**src/include/dpm_pkg.sv**
```systemverilog
// constants and types shared by the loop mode and status logic
package dpm_pkg;

    // ---------------------------------------------------------------
    // timing
    // ---------------------------------------------------------------
    localparam int CLK_PERIOD_NS = 50;
    localparam int RST_TIME_NS   = 3000000;
    localparam int RST_CYCLES    = (RST_TIME_NS + CLK_PERIOD_NS - 1) / CLK_PERIOD_NS;

    // ---------------------------------------------------------------
    // mode codes of the two mode pins
    // ---------------------------------------------------------------
    localparam logic [1:0] MODE_NORMAL   = 2'h0;
    localparam logic [1:0] MODE_HOLDOVER = 2'h1;
    localparam logic [1:0] MODE_FREERUN  = 2'h2;
    localparam logic [1:0] MODE_AUTO     = 2'h3;

    // ---------------------------------------------------------------
    // out-of-range limits, in frequency offset units
    // ---------------------------------------------------------------
    localparam logic [15:0] OOR_LIMIT_LO = 16'h0020;
    localparam logic [15:0] OOR_LIMIT_HI = 16'h0040;

    // ---------------------------------------------------------------
    // register port
    // ---------------------------------------------------------------
    localparam logic [1:0] ADDR_INT_STAT = 2'h0;
    localparam logic [1:0] ADDR_INT_MASK = 2'h1;
    localparam logic [1:0] ADDR_STATUS   = 2'h2;
    localparam logic [4:0] INT_MASK_RST  = 5'h00;
    localparam int EV_HOLD  = 0;
    localparam int EV_FAILA = 1;
    localparam int EV_LOCKL = 4;

    // per-reference monitor result from the loop
    typedef struct packed {
        logic [15:0] freq_off;   // magnitude of frequency offset
        logic        phase_jump;
        logic        freq_step;
    } dpm_refmon_t;

    // status pins; their common enable status_oe is a separate output
    typedef struct packed {
        logic       holdover;
        logic       lock;
        logic [2:0] fail;        // c, b, a
    } dpm_status_t;

    typedef enum logic [1:0] {
        SEL_A, SEL_B, SEL_C
    } dpm_sel_t;

endpackage

```
**src/hdl/dpm_ctrl.sv**
```systemverilog
// mode control, reference failure and status indication of the loop
//
// Notes on behaviour
// holdover flag high exactly while the loop is in holdover.
// a reference fails when its offset exceeds the selected range limit.
// phase jumps or frequency steps also fail a reference.
// three separate high-active failure flags, each for its own reference.
// hitless select low: keep stored corrector delay when returning to normal.
// hitless select high: measure a fresh corrector delay on that return.
// hitless choice applies only when the same reference stays selected.
// the two mode bits decode together as one two-bit mode code.
// code 11 enters automatic reference selection.
// lock flag rises when the loop is locked to the selected reference.
// after reset release, internal reset lasts 3 ms with the status pins floating (status_oe low).
// control inputs are synchronised; status flags come from registers.
`timescale 1ns/1ps

module dpm_ctrl
    import dpm_pkg::*;
#(
    parameter int unsigned RST_CYCLES_P = RST_CYCLES
) (
    // clock and reset
    input  wire logic        mclk,
    input  wire logic        rst,
    // controller pins
    input  wire logic        op_mode_bit0,
    input  wire logic        op_mode_bit1,
    input  wire logic [1:0]  manual_ref_sel,
    input  wire logic        range_limit_select,
    input  wire logic        hitless_switch_sel,
    // loop monitors
    input  wire dpm_refmon_t ref_a_in,
    input  wire dpm_refmon_t ref_b_in,
    input  wire dpm_refmon_t ref_c_in,
    input  wire logic        loop_freq_locked,
    // status pins
    output dpm_status_t      status_out,
    output logic             status_oe,
    // loop control
    output dpm_sel_t         ref_select,
    output logic             corr_measure,
    output logic             corr_keep,
    // register port
    input  wire logic [1:0]  reg_addr,
    input  wire logic [7:0]  reg_wdata,
    input  wire logic        reg_wr,
    input  wire logic        reg_rd,
    output logic [7:0]       reg_rdata,
    output logic             irq
);

    typedef enum logic [1:0] {
        ST_RESET, ST_FREERUN, ST_NORMAL, ST_HOLDOVER
    } dpm_state_t;

    dpm_state_t  st_q, st_d;
    dpm_sel_t    sel_q, sel_d;
    logic [15:0] rst_cnt_q;
    logic [1:0]  mode_m_q, mode_s_q;
    logic [1:0]  msel_m_q, msel_s_q;
    logic        lim_m_q, lim_s_q, hit_m_q, hit_s_q;
    logic [2:0]  fail_raw;
    logic [2:0]  oor;
    logic [15:0] limit;
    logic        sel_fail, lock_raw;
    logic        rejoin;
    logic [4:0]  int_stat_q, int_mask_q, ev;

    // ---------------------------------------------------------------
    // input synchronisers
    // ---------------------------------------------------------------
    // pins are driven by a foreign controller, so retime before decode
    always_ff @(posedge mclk or posedge rst) begin
        if (rst) begin
            mode_m_q <= 2'h0;
            mode_s_q <= 2'h0;
            msel_m_q <= 2'h0;
            msel_s_q <= 2'h0;
            lim_m_q  <= 1'b0;
            lim_s_q  <= 1'b0;
            hit_m_q  <= 1'b0;
            hit_s_q  <= 1'b0;
        end else begin
            mode_m_q <= {op_mode_bit1, op_mode_bit0};
            mode_s_q <= mode_m_q;
            msel_m_q <= manual_ref_sel;
            msel_s_q <= msel_m_q;
            lim_m_q  <= range_limit_select;
            lim_s_q  <= lim_m_q;
            hit_m_q  <= hitless_switch_sel;
            hit_s_q  <= hit_m_q;
        end
    end

    // ---------------------------------------------------------------
    // reference qualification
    // ---------------------------------------------------------------
    // each flag looks only at its own monitor
    assign limit = lim_s_q ? OOR_LIMIT_HI : OOR_LIMIT_LO;
    assign oor[0] = ref_a_in.freq_off > limit;
    assign oor[1] = ref_b_in.freq_off > limit;
    assign oor[2] = ref_c_in.freq_off > limit;
    assign fail_raw[0] = oor[0] | ref_a_in.phase_jump | ref_a_in.freq_step;
    assign fail_raw[1] = oor[1] | ref_b_in.phase_jump | ref_b_in.freq_step;
    assign fail_raw[2] = oor[2] | ref_c_in.phase_jump | ref_c_in.freq_step;

    // ---------------------------------------------------------------
    // reference selection
    // ---------------------------------------------------------------
    // automatic mode is revertive: the lowest healthy reference wins
    always_comb begin
        sel_d = sel_q;
        if (mode_s_q == MODE_AUTO) begin
            if (!fail_raw[0])
                sel_d = SEL_A;
            else if (!fail_raw[1])
                sel_d = SEL_B;
            else if (!fail_raw[2])
                sel_d = SEL_C;
        end else begin
            unique case (msel_s_q)
                2'h1:    sel_d = SEL_B;
                2'h2:    sel_d = SEL_C;
                default: sel_d = SEL_A;                      // code 3 aliases a
            endcase
        end
    end

    assign sel_fail = fail_raw[sel_d];

    // ---------------------------------------------------------------
    // mode state machine
    // ---------------------------------------------------------------
    always_comb begin
        st_d = st_q;
        unique case (st_q)
            ST_RESET:
                if (rst_cnt_q == 16'(RST_CYCLES_P - 1))
                    st_d = ST_FREERUN;
            ST_FREERUN, ST_HOLDOVER, ST_NORMAL: begin
                unique case (mode_s_q)
                    MODE_FREERUN:  st_d = ST_FREERUN;
                    MODE_HOLDOVER: st_d = ST_HOLDOVER;
                    default: begin
                        // failure of the selected reference sends a running loop to holdover
                        if (!sel_fail)
                            st_d = ST_NORMAL;
                        else if (st_q == ST_NORMAL)
                            st_d = ST_HOLDOVER;
                    end
                endcase
            end
        endcase
    end

    always_ff @(posedge mclk or posedge rst) begin
        if (rst) begin
            st_q  <= ST_RESET;
            sel_q <= SEL_A;
        end else begin
            st_q  <= st_d;
            sel_q <= (st_q == ST_RESET) ? SEL_A : sel_d;
        end
    end

    // internal reset timer, only runs while the machine is in reset
    always_ff @(posedge mclk or posedge rst) begin
        if (rst)
            rst_cnt_q <= 16'h0000;
        else if (st_q == ST_RESET)
            rst_cnt_q <= rst_cnt_q + 16'h0001;
    end

    // ---------------------------------------------------------------
    // phase error corrector control
    // ---------------------------------------------------------------
    // re-entry to normal from holdover or freerun
    assign rejoin = (st_d == ST_NORMAL) &&
                    (st_q == ST_HOLDOVER || st_q == ST_FREERUN);

    // a reference change as the loop enters or stays in normal needs a fresh delay, whatever the pin says
    always_ff @(posedge mclk or posedge rst) begin
        if (rst) begin
            corr_measure <= 1'b0;
            corr_keep    <= 1'b0;
        end else begin
            corr_measure <= (rejoin && sel_d == sel_q && hit_s_q) ||
                            (st_d == ST_NORMAL && sel_d != sel_q);
            corr_keep    <= rejoin && sel_d == sel_q && !hit_s_q;
        end
    end

    // ---------------------------------------------------------------
    // status pins
    // ---------------------------------------------------------------
    assign lock_raw = loop_freq_locked && st_q == ST_NORMAL;

    // registered so the pins never glitch on monitor updates
    always_ff @(posedge mclk or posedge rst) begin
        if (rst) begin
            status_out <= '0;
            status_oe  <= 1'b0;
            ref_select <= SEL_A;
        end else begin
            status_out.holdover <= st_q == ST_HOLDOVER;
            status_out.lock     <= lock_raw;
            status_out.fail     <= fail_raw;
            status_oe           <= st_q != ST_RESET;
            ref_select          <= sel_q;
        end
    end

    // ---------------------------------------------------------------
    // interrupt status, mask and register port
    // ---------------------------------------------------------------
    assign ev[EV_HOLD]             = (st_q == ST_HOLDOVER) && !status_out.holdover;
    assign ev[EV_FAILA +: 3]       = fail_raw & ~status_out.fail;
    assign ev[EV_LOCKL]            = status_out.lock && !lock_raw;

    // a new event wins over a write-one-to-clear in the same cycle
    always_ff @(posedge mclk or posedge rst) begin
        if (rst)
            int_stat_q <= 5'h00;
        else if (reg_wr && reg_addr == ADDR_INT_STAT)
            int_stat_q <= (int_stat_q & ~reg_wdata[4:0]) | ev;
        else
            int_stat_q <= int_stat_q | ev;
    end

    always_ff @(posedge mclk or posedge rst) begin
        if (rst)
            int_mask_q <= INT_MASK_RST;
        else if (reg_wr && reg_addr == ADDR_INT_MASK)
            int_mask_q <= reg_wdata[4:0];
    end

    // read data stands only in the cycle after the strobe
    always_ff @(posedge mclk or posedge rst) begin
        if (rst) begin
            reg_rdata <= 8'h00;
        end else if (reg_rd) begin
            unique case (reg_addr)
                ADDR_INT_STAT: reg_rdata <= {3'h0, int_stat_q};
                ADDR_INT_MASK: reg_rdata <= {3'h0, int_mask_q};
                ADDR_STATUS:   reg_rdata <= {st_q, sel_q, status_out.fail, status_out.lock};
                default:       reg_rdata <= 8'h00;
            endcase
        end else begin
            reg_rdata <= 8'h00;
        end
    end

    assign irq = |(int_stat_q & int_mask_q);

    logic in_hold, a_fail_cause, b_fail_cause;
    assign in_hold      = st_q == ST_HOLDOVER;
    assign a_fail_cause = oor[0] || ref_a_in.phase_jump;
    // worked out again from b's own monitor, so a crossed index shows up
    assign b_fail_cause = (ref_b_in.freq_off > limit) || ref_b_in.phase_jump || ref_b_in.freq_step;
endmodule

```
**config.mk**
```make
export PLATFORM = sky130hd
export DESIGN_NAME = dpm_ctrl
export DESIGN_NICKNAME = d
export VERILOG_FILES = /design/src/include/dpm_pkg.sv /design/src/hdl/dpm_ctrl.sv
export SDC_FILE = /design/constraint.sdc
export NUM_CORES = 1
export LEC_CHECK = 0
export BUFFER_PORTS_ARGS = -buffer_cell sky130_fd_sc_hd__buf_4
export CAP_MARGIN = 20
export CORE_MARGIN = 2
export CORE_UTILIZATION = 45
export DETAILED_ROUTE_END_ITERATION = 8
export GPL_TIMING_DRIVEN = 1
export MAX_ROUTING_LAYER = met4
export PLACE_DENSITY = 0.76
export SLEW_MARGIN = 30
export SYNTH_ARGS = -nofsm -noshare
export SYNTH_HDL_FRONTEND = slang
export SYNTH_SLANG_ARGS = --single-unit
```
**constraint.sdc**
```tcl
create_clock -name mclk -period 2 [get_ports mclk]
set_input_delay 0.4 -clock mclk [delete_from_list [all_inputs] [get_ports mclk]]
set_output_delay 0.4 -clock mclk [all_outputs]
set_load 0.005 [all_outputs]
```
Word level (Yosys, flattened, before mapping)
Index checks and enable logic that the tools add are counted.
{ "op_classes": {"add_sub_neg": 1, "n_lt_le_gt_ge": 4, "n_eq_ne": 14, "muxes": 17, "n_bitwise": 13, "n_reduce_logical": 20} }
{ "ops": {"columns": ["op", "count"], "rows": [
  ["16-bit by 7-bit greater-than comparator with 1-bit output", 3],
  ["8-bit one-hot mux with 3 select lines", 1],
  ["16-bit by 1-bit adder with 16-bit output (second input constant)", 1],
  ["16-bit equality test (second input constant)", 1],
  ["2-bit two-way mux", 8],
  ["2-bit equality test (second input constant)", 7],
  ["2-bit one-hot mux with 2 select lines", 3],
  ["5-bit bitwise AND", 2],
  ["1-bit logical AND", 10],
  ["5-bit OR", 2],
  ["2-bit by 1-bit equality test with 1-bit output (second input constant)", 4],
  ["8-bit two-way mux", 1],
  ["7-bit two-way mux", 1],
  ["1-bit OR", 6],
  ["5-bit two-way mux", 1],
  ["5-bit NOT", 1],
  ["5-bit OR reduction", 1],
  ["2-bit logical NOT", 2],
  ["3-bit bitwise AND", 1],
  ["1-bit logical NOT", 3],
  ["2-bit by 3-bit less-than comparator with 1-bit output (second input constant)", 1],
  ["3-bit NOT", 1],
  ["3-bit OR reduction", 1],
  ["1-bit binary-select mux with 2-bit select", 1],
  ["other kinds (5)", 6]
]} }
{ "word_totals": {"regBits": 60, "input_bits": 75, "out_inout_bits": 19, "wordCells": 90} }

Longest topological paths before layout
Gate-level depths: netlist of run 1.
{ "depth": {"ltp_word": 18, "depth_mapped": 10, "depth_no_buf": 10} }

Worst setup path after synthesis of run 1
Ideal clock, no wire load.
{ "synth_path": {"path_type": "input -> register", "from": "input ref_b_in[3] (netlist bit)", "to": "register corr_keep", "setup_ps": 95, "arrival_ps": 2188, "required_ps": 1905, "setup_slack_ps": -283, "stages": 7, "path_buffers": 0, "cell_sequence": "or4_4 -> o32ai_4 -> nand2_4 -> a311oi_2 -> a211oi_1 -> or3_1 -> nor4b_2"} }
{ "synth_via": {"elab_chain_cells": 15, "elab_cells_between_ends": 16, "classes_between": "order compare: 1; eq/ne: 2; mux: 8; bitwise: 2; reduce/logical: 3"} }
{ "synth_rtl": {"columns": ["item", "line", "text"], "rows": [
  ["from (decl)", "dpm_ctrl.sv:34", "input wire dpm_refmon_t ref_b_in,"],
  ["16-bit by 7-bit greater-than comparator with 1-bit output *", null, null],
  ["1-bit OR * (2 in series)", "dpm_ctrl.sv:105", "assign fail_raw[1] = oor[1] | ref_b_in.phase_jump | ref_b_in.freq_step;"],
  ["named net fail_raw[1]", "dpm_ctrl.sv:63", "logic [2:0] fail_raw;"],
  ["2-bit two-way mux", "dpm_ctrl.sv:117", "else if (!fail_raw[1])"],
  ["2-bit two-way mux", "dpm_ctrl.sv:115", "if (!fail_raw[0])"],
  ["2-bit two-way mux", "dpm_ctrl.sv:114", "if (mode_s_q == MODE_AUTO) begin"],
  ["1-bit binary-select mux with 2-bit select", "dpm_ctrl.sv:130", "assign sel_fail = fail_raw[sel_d];"],
  ["1-bit two-way mux (implied by the code)", "dpm_ctrl.sv:130", null],
  ["2-bit two-way mux", "dpm_ctrl.sv:147", "if (!sel_fail)"],
  ["2-bit one-hot mux with 2 select lines", "dpm_ctrl.sv:142", "unique case (mode_s_q)"],
  ["2-bit one-hot mux with 2 select lines", "dpm_ctrl.sv:137", "unique case (st_q)"],
  ["2-bit equality test", "dpm_ctrl.sv:179", "assign rejoin = (st_d == ST_NORMAL) &&"],
  ["1-bit logical AND", "dpm_ctrl.sv:179", null],
  ["1-bit logical AND * (2 in series)", "dpm_ctrl.sv:190", "corr_keep <= rejoin && sel_d == sel_q && !hit_s_q;"],
  ["to (signal assigned)", "dpm_ctrl.sv:190", null],
  ["to (decl)", "dpm_ctrl.sv:43", "output logic corr_keep,"]
]} }
The timed path passes the listed nets; every way through them passes the cells marked *. The select of a mux whose other input is x is not followed.
A chain may end at the register's enable or synchronous reset.

Final worst setup path of run 1
{ "layout_path": {"from": "register lim_s_q", "to": "register corr_keep"} }
{ "layout_via": {"elab_chain_cells": 17, "elab_cells_between_ends": 24, "classes_between": "order compare: 3; eq/ne: 2; mux: 10; bitwise: 6; reduce/logical: 3"} }
{ "layout_rtl": {"columns": ["item", "line", "text"], "rows": [
  ["from (decl)", "dpm_ctrl.sv:62", "logic lim_m_q, lim_s_q, hit_m_q, hit_s_q;"],
  ["from (signal assigned)", "dpm_ctrl.sv:90", "lim_s_q <= lim_m_q;"],
  ["7-bit two-way mux *", "dpm_ctrl.sv:100", "assign limit = lim_s_q ? OOR_LIMIT_HI : OOR_LIMIT_LO;"],
  ["16-bit by 7-bit greater-than comparator with 1-bit output", "dpm_ctrl.sv:103", "assign oor[2] = ref_c_in.freq_off > limit;"],
  ["1-bit OR (2 in series)", "dpm_ctrl.sv:106", "assign fail_raw[2] = oor[2] | ref_c_in.phase_jump | ref_c_in.freq_step;"],
  ["2-bit two-way mux", "dpm_ctrl.sv:119", "else if (!fail_raw[2])"],
  ["2-bit two-way mux", "dpm_ctrl.sv:117", null],
  ["2-bit two-way mux", "dpm_ctrl.sv:115", null],
  ["2-bit two-way mux", "dpm_ctrl.sv:114", null],
  ["1-bit binary-select mux with 2-bit select", "dpm_ctrl.sv:130", null],
  ["1-bit two-way mux (implied by the code)", "dpm_ctrl.sv:130", null],
  ["2-bit two-way mux", "dpm_ctrl.sv:147", null],
  ["2-bit one-hot mux with 2 select lines", "dpm_ctrl.sv:142", null],
  ["2-bit one-hot mux with 2 select lines", "dpm_ctrl.sv:137", null],
  ["2-bit equality test", "dpm_ctrl.sv:179", null],
  ["1-bit logical AND", "dpm_ctrl.sv:179", null],
  ["1-bit logical AND * (2 in series)", "dpm_ctrl.sv:190", null]
]} }
Every way passes the cells marked *; elsewhere a longest branch is shown, timed or not. The select of a mux whose other input is x is not followed.

==> flow_summary.ini, run 1 <==
[status]
outcome = finished with violations
violations = setup timing

[routing]
drt_iter0_markers = 141
num_vias = 2207
drc_errors = 0
wirelength_mm = 6.10
drtAntennaViolNets = 0
wire_per_inst_um = 13.9
viasPerCell = 5.02
firstDrtPassIters = 5

[power]
p_clk_frac = 0.374
sequentialPowerShare = 0.475
powerDensity_nw_per_um2 = 756
finalPower_mw = 2.94
intPower_mw = 2.19
leakage_nw = 1.88
comb_power_share = 0.151
p_sw_mw = 0.751
swShare = 0.256
ir_drop_v = 0.000652

[floorplanning]
die_area_um2 = 6640
rows = 28
initial_core_util = 0.462
die_h_um = 81.5
die-width_um = 81.5
core_area_um2 = 5850
io_pins = 94

[yosys]
synth_nets = 327
synth_top_area_frac = 0.556
syn_area_um2 = 2700
post-synth-top-count-cell = dfrtp_1
netlist_top_cells_area = dfrtp_1 56%, ha_1 4.2%, nand2_1 3.9%
synth_common_cells = 60 x dfrtp_1, 28 x nand2_1, 16 x nor2_1
synth_warnings = 0
ys_seq_elements = 60
ys_types = 49
synth.largest_area_cell = dfrtp_1
synth_edf_count = 0
synth_fa_ha_area_frac = 0.0417
synth_mux_area_frac = 0.0491
synthFlopType = dfrtp_1
syn_inst = 243
syn_avg_cell_area_um2 = 11.1
synth_compound_area_frac = 0.0843
synth_xor_area_frac = 0.0487
synthSimpleGateAreaFrac = 0.199
synthArstFlopShare = 1.00
synth-seq-area-share = 0.556
synth_top_family_by_area = simple AND/OR/NAND/NOR gates

[place]
gp_congestion = 0.929
numPortBuffers = 90
hpwl_mm = 4.71
dp_worst_setup_slack_ns = -0.445
placed_area_um2 = 3590

[cts]
cts_tree = built
clk_pin_slew_worst_paths_ns = 0.07
cts_buffer_depth = 2
clock_sinks = 60
cts_root_buf = clkbuf_8
cts_buffers = 9
worstSkewPairLatency_ns = 0.34
htreeDepth = 3

[grt]
grt_overflow = 0
grt_pass1_vias = 2264
grt_start_max_net_pins = 27
grtUsageTotal = 0.214
grt_pass1_wl_mm = 10.1
antenna_found_initial = 0

[layout]
area_growth_pct = 44.0
multi_input_area_um2 = 1220
fill_cells = 454
ff_latch_area_um2 = 1500
fin_area_um2 = 3890
nets = 444
drive_gt1_frac = 0.416
diodes = 0

[setup_path]
critPathSlowestCell = or3_1
path_cells = inv_2 > ha_4 > nor4bb_4 > a2bb2oi_2 > o21a_2 > a311oi_2 > a211oi_2 > or3_1 > nor4b_2
worstPathMaxFanout = 4
worst_ep_required_time_ns = 2.24
worst-setup-path-type = reg -> reg
arrival_ns = 2.57
slowest_delay_ns = 0.35
worstSetupEndpointType = register
worstSetupStartpointType = register

[timing]
setup_slack_ns = -0.324
slew_viol_final = 0
rsz0062_at_grt = yes
slew-limit-headroom = 0.606
tightest_slew_ns = 0.590
timing.hold.ws_ns = 0.102
fin_skew_ns = 0.00742
setup_viol = 4
hold_viol_final = 0
fin_crit_ns = 2.32
fin_crit_sh = 1.16
fmax_ghz = 0.430
tns_ns = -0.915

[run]
maxCapViolations = 0

[hold_path]
worst_hold_path_type = in -> async
## per-layer routing
| layer | vias up | share of wire | global-route usage |
|---|---|---|---|
| met5 | - | 0 | - |
| met4 | 0 | 0.025 | 0.115 |
| met3 | 14 | 0.054 | 0.0549 |
| met2 | 75 | 0.51 | 0.350 |
| met1 | 1033 | 0.41 | 0.241 |
| li1 | 1085 | - | - |
## flip-flops by register name, indices dropped and copies added (netlist names)
signal and cells:
st_q 2, int_mask_q 5, corr_measure 1, hit_m_q 1, mode_s_q 2, reg_rdata 8
ref_select 2, lim_m_q 1, status_oe 1, mode_m_q 2, msel_s_q 2, status_out 5
int_stat_q 5, rst_cnt_q 16, sel_q 2, lim_s_q 1, corr_keep 1, hit_s_q 1
msel_m_q 2
## stage by stage
| stage | utilization | instances |
|---|---|---|
| finish | 0.665 | 440 |
| global route | 0.665 | 440 |
| CTS | 0.653 | 438 |
| detailed placement | 0.614 | 422 |
| global placement | 0.614 | 422 |
| floorplan | - | 243 |
## timing repair
action / CTS / global route
hold buffers: 0 / 0
pin swaps: 1 / 2
buffers inserted: 0 / 2
endpoints found under the setup margin: 5 / 6
resized for setup: 6 / 8
## power groups by stage
stage / Clock [mW] / Sequential (mW) / Combinational (mW)
after detailed placement: 0 / 1.42 / 0.425
final: 1.10 / 1.40 / 0.444
after global placement: 0 / 1.41 / 0.406
after global routing: 1.19 / 1.41 / 0.501
after CTS: 1.13 / 1.40 / 0.436
after floorplan: 0 / 1.40 / 0.205
## path summary, 6_finish.rpt
path	start	end	slack, ns	cells past startpoint
min	rst	rst_cnt_q[13]$_DFFE_PP0N_	0.10	2
max in group asynchronous	rst	msel_s_q[1]$_DFF_PP0_	1.34	3
min reg2reg	msel_m_q[0]$_DFF_PP0_	msel_s_q[0]$_DFF_PP0_	0.35	0
min in group mclk	manual_ref_sel[1]	msel_m_q[1]$_DFF_PP0_	0.16	1
max reg2reg	lim_s_q$_DFF_PP0_	corr_keep$_DFF_PP0_	-0.32	9
max	lim_s_q$_DFF_PP0_	corr_keep$_DFF_PP0_	-0.32	9
## kinds of logic (layout without fill, tap and decap cells)
group,count (synthesis),in the layout
buffers and inverters,15,137
DFF,60,60
and+or+nand+nor,101,101
adders and majority gates,9,9
muxes,12,12
xor gates and xnor gates,15,15
AOI/OAI and AO/OA,31,31
## area by class of cell
class | count | area share
multi-input cells | 168 | 0.315
clock inverters | 6 | 0.0164
clock buffers | 10 | 0.0354
well taps | 75 | 0.0241
repair buffers | 107 | 0.210
flip-flops and latches | 60 | 0.386
inverters | 14 | 0.0135
## cells in the final DEF (no fill, tap or decap), types with 2 or more instances in the layout
cell type   Yosys  final
o21ai_0        12     12
a21oi_1         4      3
nor2b_1         2      2
nor3b_1         3      3
ha_1            9      8
inv_2           0      2
xor2_1          5      5
nor3_1          6      6
mux2_2          6      6
xnor2_1        10     10
o2bb2ai_1       2      2
nor2_1         16     15
clkbuf_8        0     10
and3_1          3      2
nor4b_2         1      2
and2_1          8      8
mux2i_1         5      5
nor4_1          7      7
clkinvlp_4      0      2
inv_1          14     12
nand4_1         2      2
nand2_1        28     28
dfrtp_1        60     60
buf_4           0    106
nand3_1        12     12
clkinv_2        0      2
## critical path: cells and delay by family, from the launching register on
family	cells	cell delay [ns]
AO/OA/AOI/OAI	4	0.70
buffers and inverters	1	0.07
AND/OR/NAND/NOR	3	0.85
adder cells (fa/ha/maj)	1	0.26
flip-flops	1	0.34
Power figures use the tool's default switching activity.
==> run 2: changes to the inputs <==
Settings changed: CORE_MARGIN 2 to not set.
==> flow_summary.ini, run 2 (synthesis results as in run 1) <==
[routing]
met1Wirelength_mm = 2.62
wirelength_mm = 6.54
wire_per_inst_um = 14.9
num_vias = 2273
firstDrtPassIters = 4
viasPerCell = 5.18
wl_met2_mm = 3.46
dr_wl_met3_um = 267
drt_iter0_markers = 122
drc_errors = 0
drtAntennaViolNets = 0
top_layer_used = met4

[power]
leakage_nw = 1.91
powerDensity_nw_per_um2 = 749
ir_drop_v = 0.000564
comb_power_share = 0.157
finalPower_mw = 2.96
intPower_mw = 2.17
sequentialPowerShare = 0.472
p_sw_mw = 0.789
p_clk_frac = 0.372
swShare = 0.267

[floorplanning]
rows = 27
die_h_um = 79.5
core_area_um2 = 5640
initial_core_util = 0.479
die_area_um2 = 6310
die-width_um = 79.5
io_pins = 94

[layout]
nets = 446
final_common_cell = buf_4
finalCoreUtilization = 0.700
ff_latch_area_um2 = 1500
largest_reg_flops = 16
layout_common_cells = 106 x buf_4, 60 x dfrtp_1, 27 x nand2_1
area_growth_pct = 46.3
drive_gt1_frac = 0.436
final-instance-count-excl-fill = 439
diodes = 0
top_regs = rst_cnt_q x16, reg_rdata x8
multi_input_area_um2 = 1270
top_register = rst_cnt_q
fin_area_um2 = 3950
fill_cells = 392

[setup_path]
cp_top_family = simple AND/OR/NAND/NOR gates
crit_top_cell = nor4b_2
reg2reg_depth = 9
worst_ep_required_time_ns = 2.25
arrival_ns = 2.60
critPathSlowestCell = dfrtp_1
cp.depth = 9
worstPathMaxFanout = 4
worstSetupEndpointType = register
slowest_delay_ns = 0.37
path_cells = inv_2 > ha_1 > nor4b_2 > a32oi_2 > nor2_2 > a311oi_2 > a211oi_2 > or3_1 > nor4b_2
worst-setup-path-type = reg -> reg
worstSetupStartpointType = register
cp.buffers_inverters = 1

[grt]
grt_pass1_wl_mm = 10.1
antenna_found_initial = 0
grt_pass1_vias = 2172
grt_start_max_net_pins = 24
grt_overflow = 0
grtUsageTotal = 0.221

[cts]
cts_root_buf = clkbuf_8
cts_buffer_depth = 2
htreeDepth = 3
clk_pin_slew_worst_paths_ns = 0.08
cts_buffers = 9
hold_buffers = 0
cts_tree = built
worstSkewPairLatency_ns = 0.35
clock_sinks = 60

[timing]
fin_crit_sh = 1.17
hold_viol_final = 0
slew-limit-headroom = 0.453
fin_skew_ns = 0.0111
tightest_slew_ns = 0.818
tns_ns = -1.16
fin_crit_ns = 2.34
slew_viol_final = 0
setup_slack_ns = -0.343
timing.hold.ws_ns = 0.0643
rsz0062_at_grt = yes
setup_viol = 5
fmax_ghz = 0.427

[place]
numPortBuffers = 90
gp_congestion = 0.925
placed_area_um2 = 3580
dp_worst_setup_slack_ns = -0.423
hpwl_mm = 4.68
place_inst = 418

[status]
outcome = finished with violations
violations = setup timing

[run]
maxCapViolations = 0

[hold_path]
worst_hold_path_type = in -> async
==> run 2: area by class of cell <==
type | count | share of cell area
well taps | 72 | 0.0228
clock inverters | 7 | 0.0190
clock buffers | 9 | 0.0314
inverters | 14 | 0.0133
multi-input cells | 168 | 0.321
repair buffers | 109 | 0.212
flip-flops and latches | 60 | 0.380
==> run 2: layer usage <==
metal | track usage | up-vias
li1 | - | 1088
met1 | 0.259 | 1088
met2 | 0.350 | 74
met3 | 0.0503 | 23
met4 | 0.127 | 0
met5 | - | -
==> run 2: worst paths after layout <==
check	startpoint	end	slack, ns
worst max-delay path	lim_s_q$_DFF_PP0_	corr_keep$_DFF_PP0_	-0.34
worst min-delay path	rst	rst_cnt_q[5]$_DFFE_PP0N_	0.06
worst max register to register	lim_s_q$_DFF_PP0_	corr_keep$_DFF_PP0_	-0.34
worst min register to register	mode_m_q[1]$_DFF_PP0_	mode_s_q[1]$_DFF_PP0_	0.35
max in group asynchronous	rst	lim_m_q$_DFF_PP0_	1.33
min in group mclk	op_mode_bit0	mode_m_q[0]$_DFF_PP0_	0.16
==> run 2: power groups by stage <==
stage               Sequential [mW]  Clock, mW  Combinational, mW
floorplan                      1.40          0              0.205
global placement               1.41          0              0.407
detailed placement             1.42          0              0.421
CTS                            1.39       1.12              0.426
global route                   1.41       1.17              0.513
finish                         1.39       1.10              0.464
==> run 2: timing repair <==
item                                    4_1_cts  5_1_grt
pin swaps                                     1        5
buffers inserted                              0        5
gates cloned                                  0        0
resized for setup                             2       22
endpoints found under the setup margin        4        6
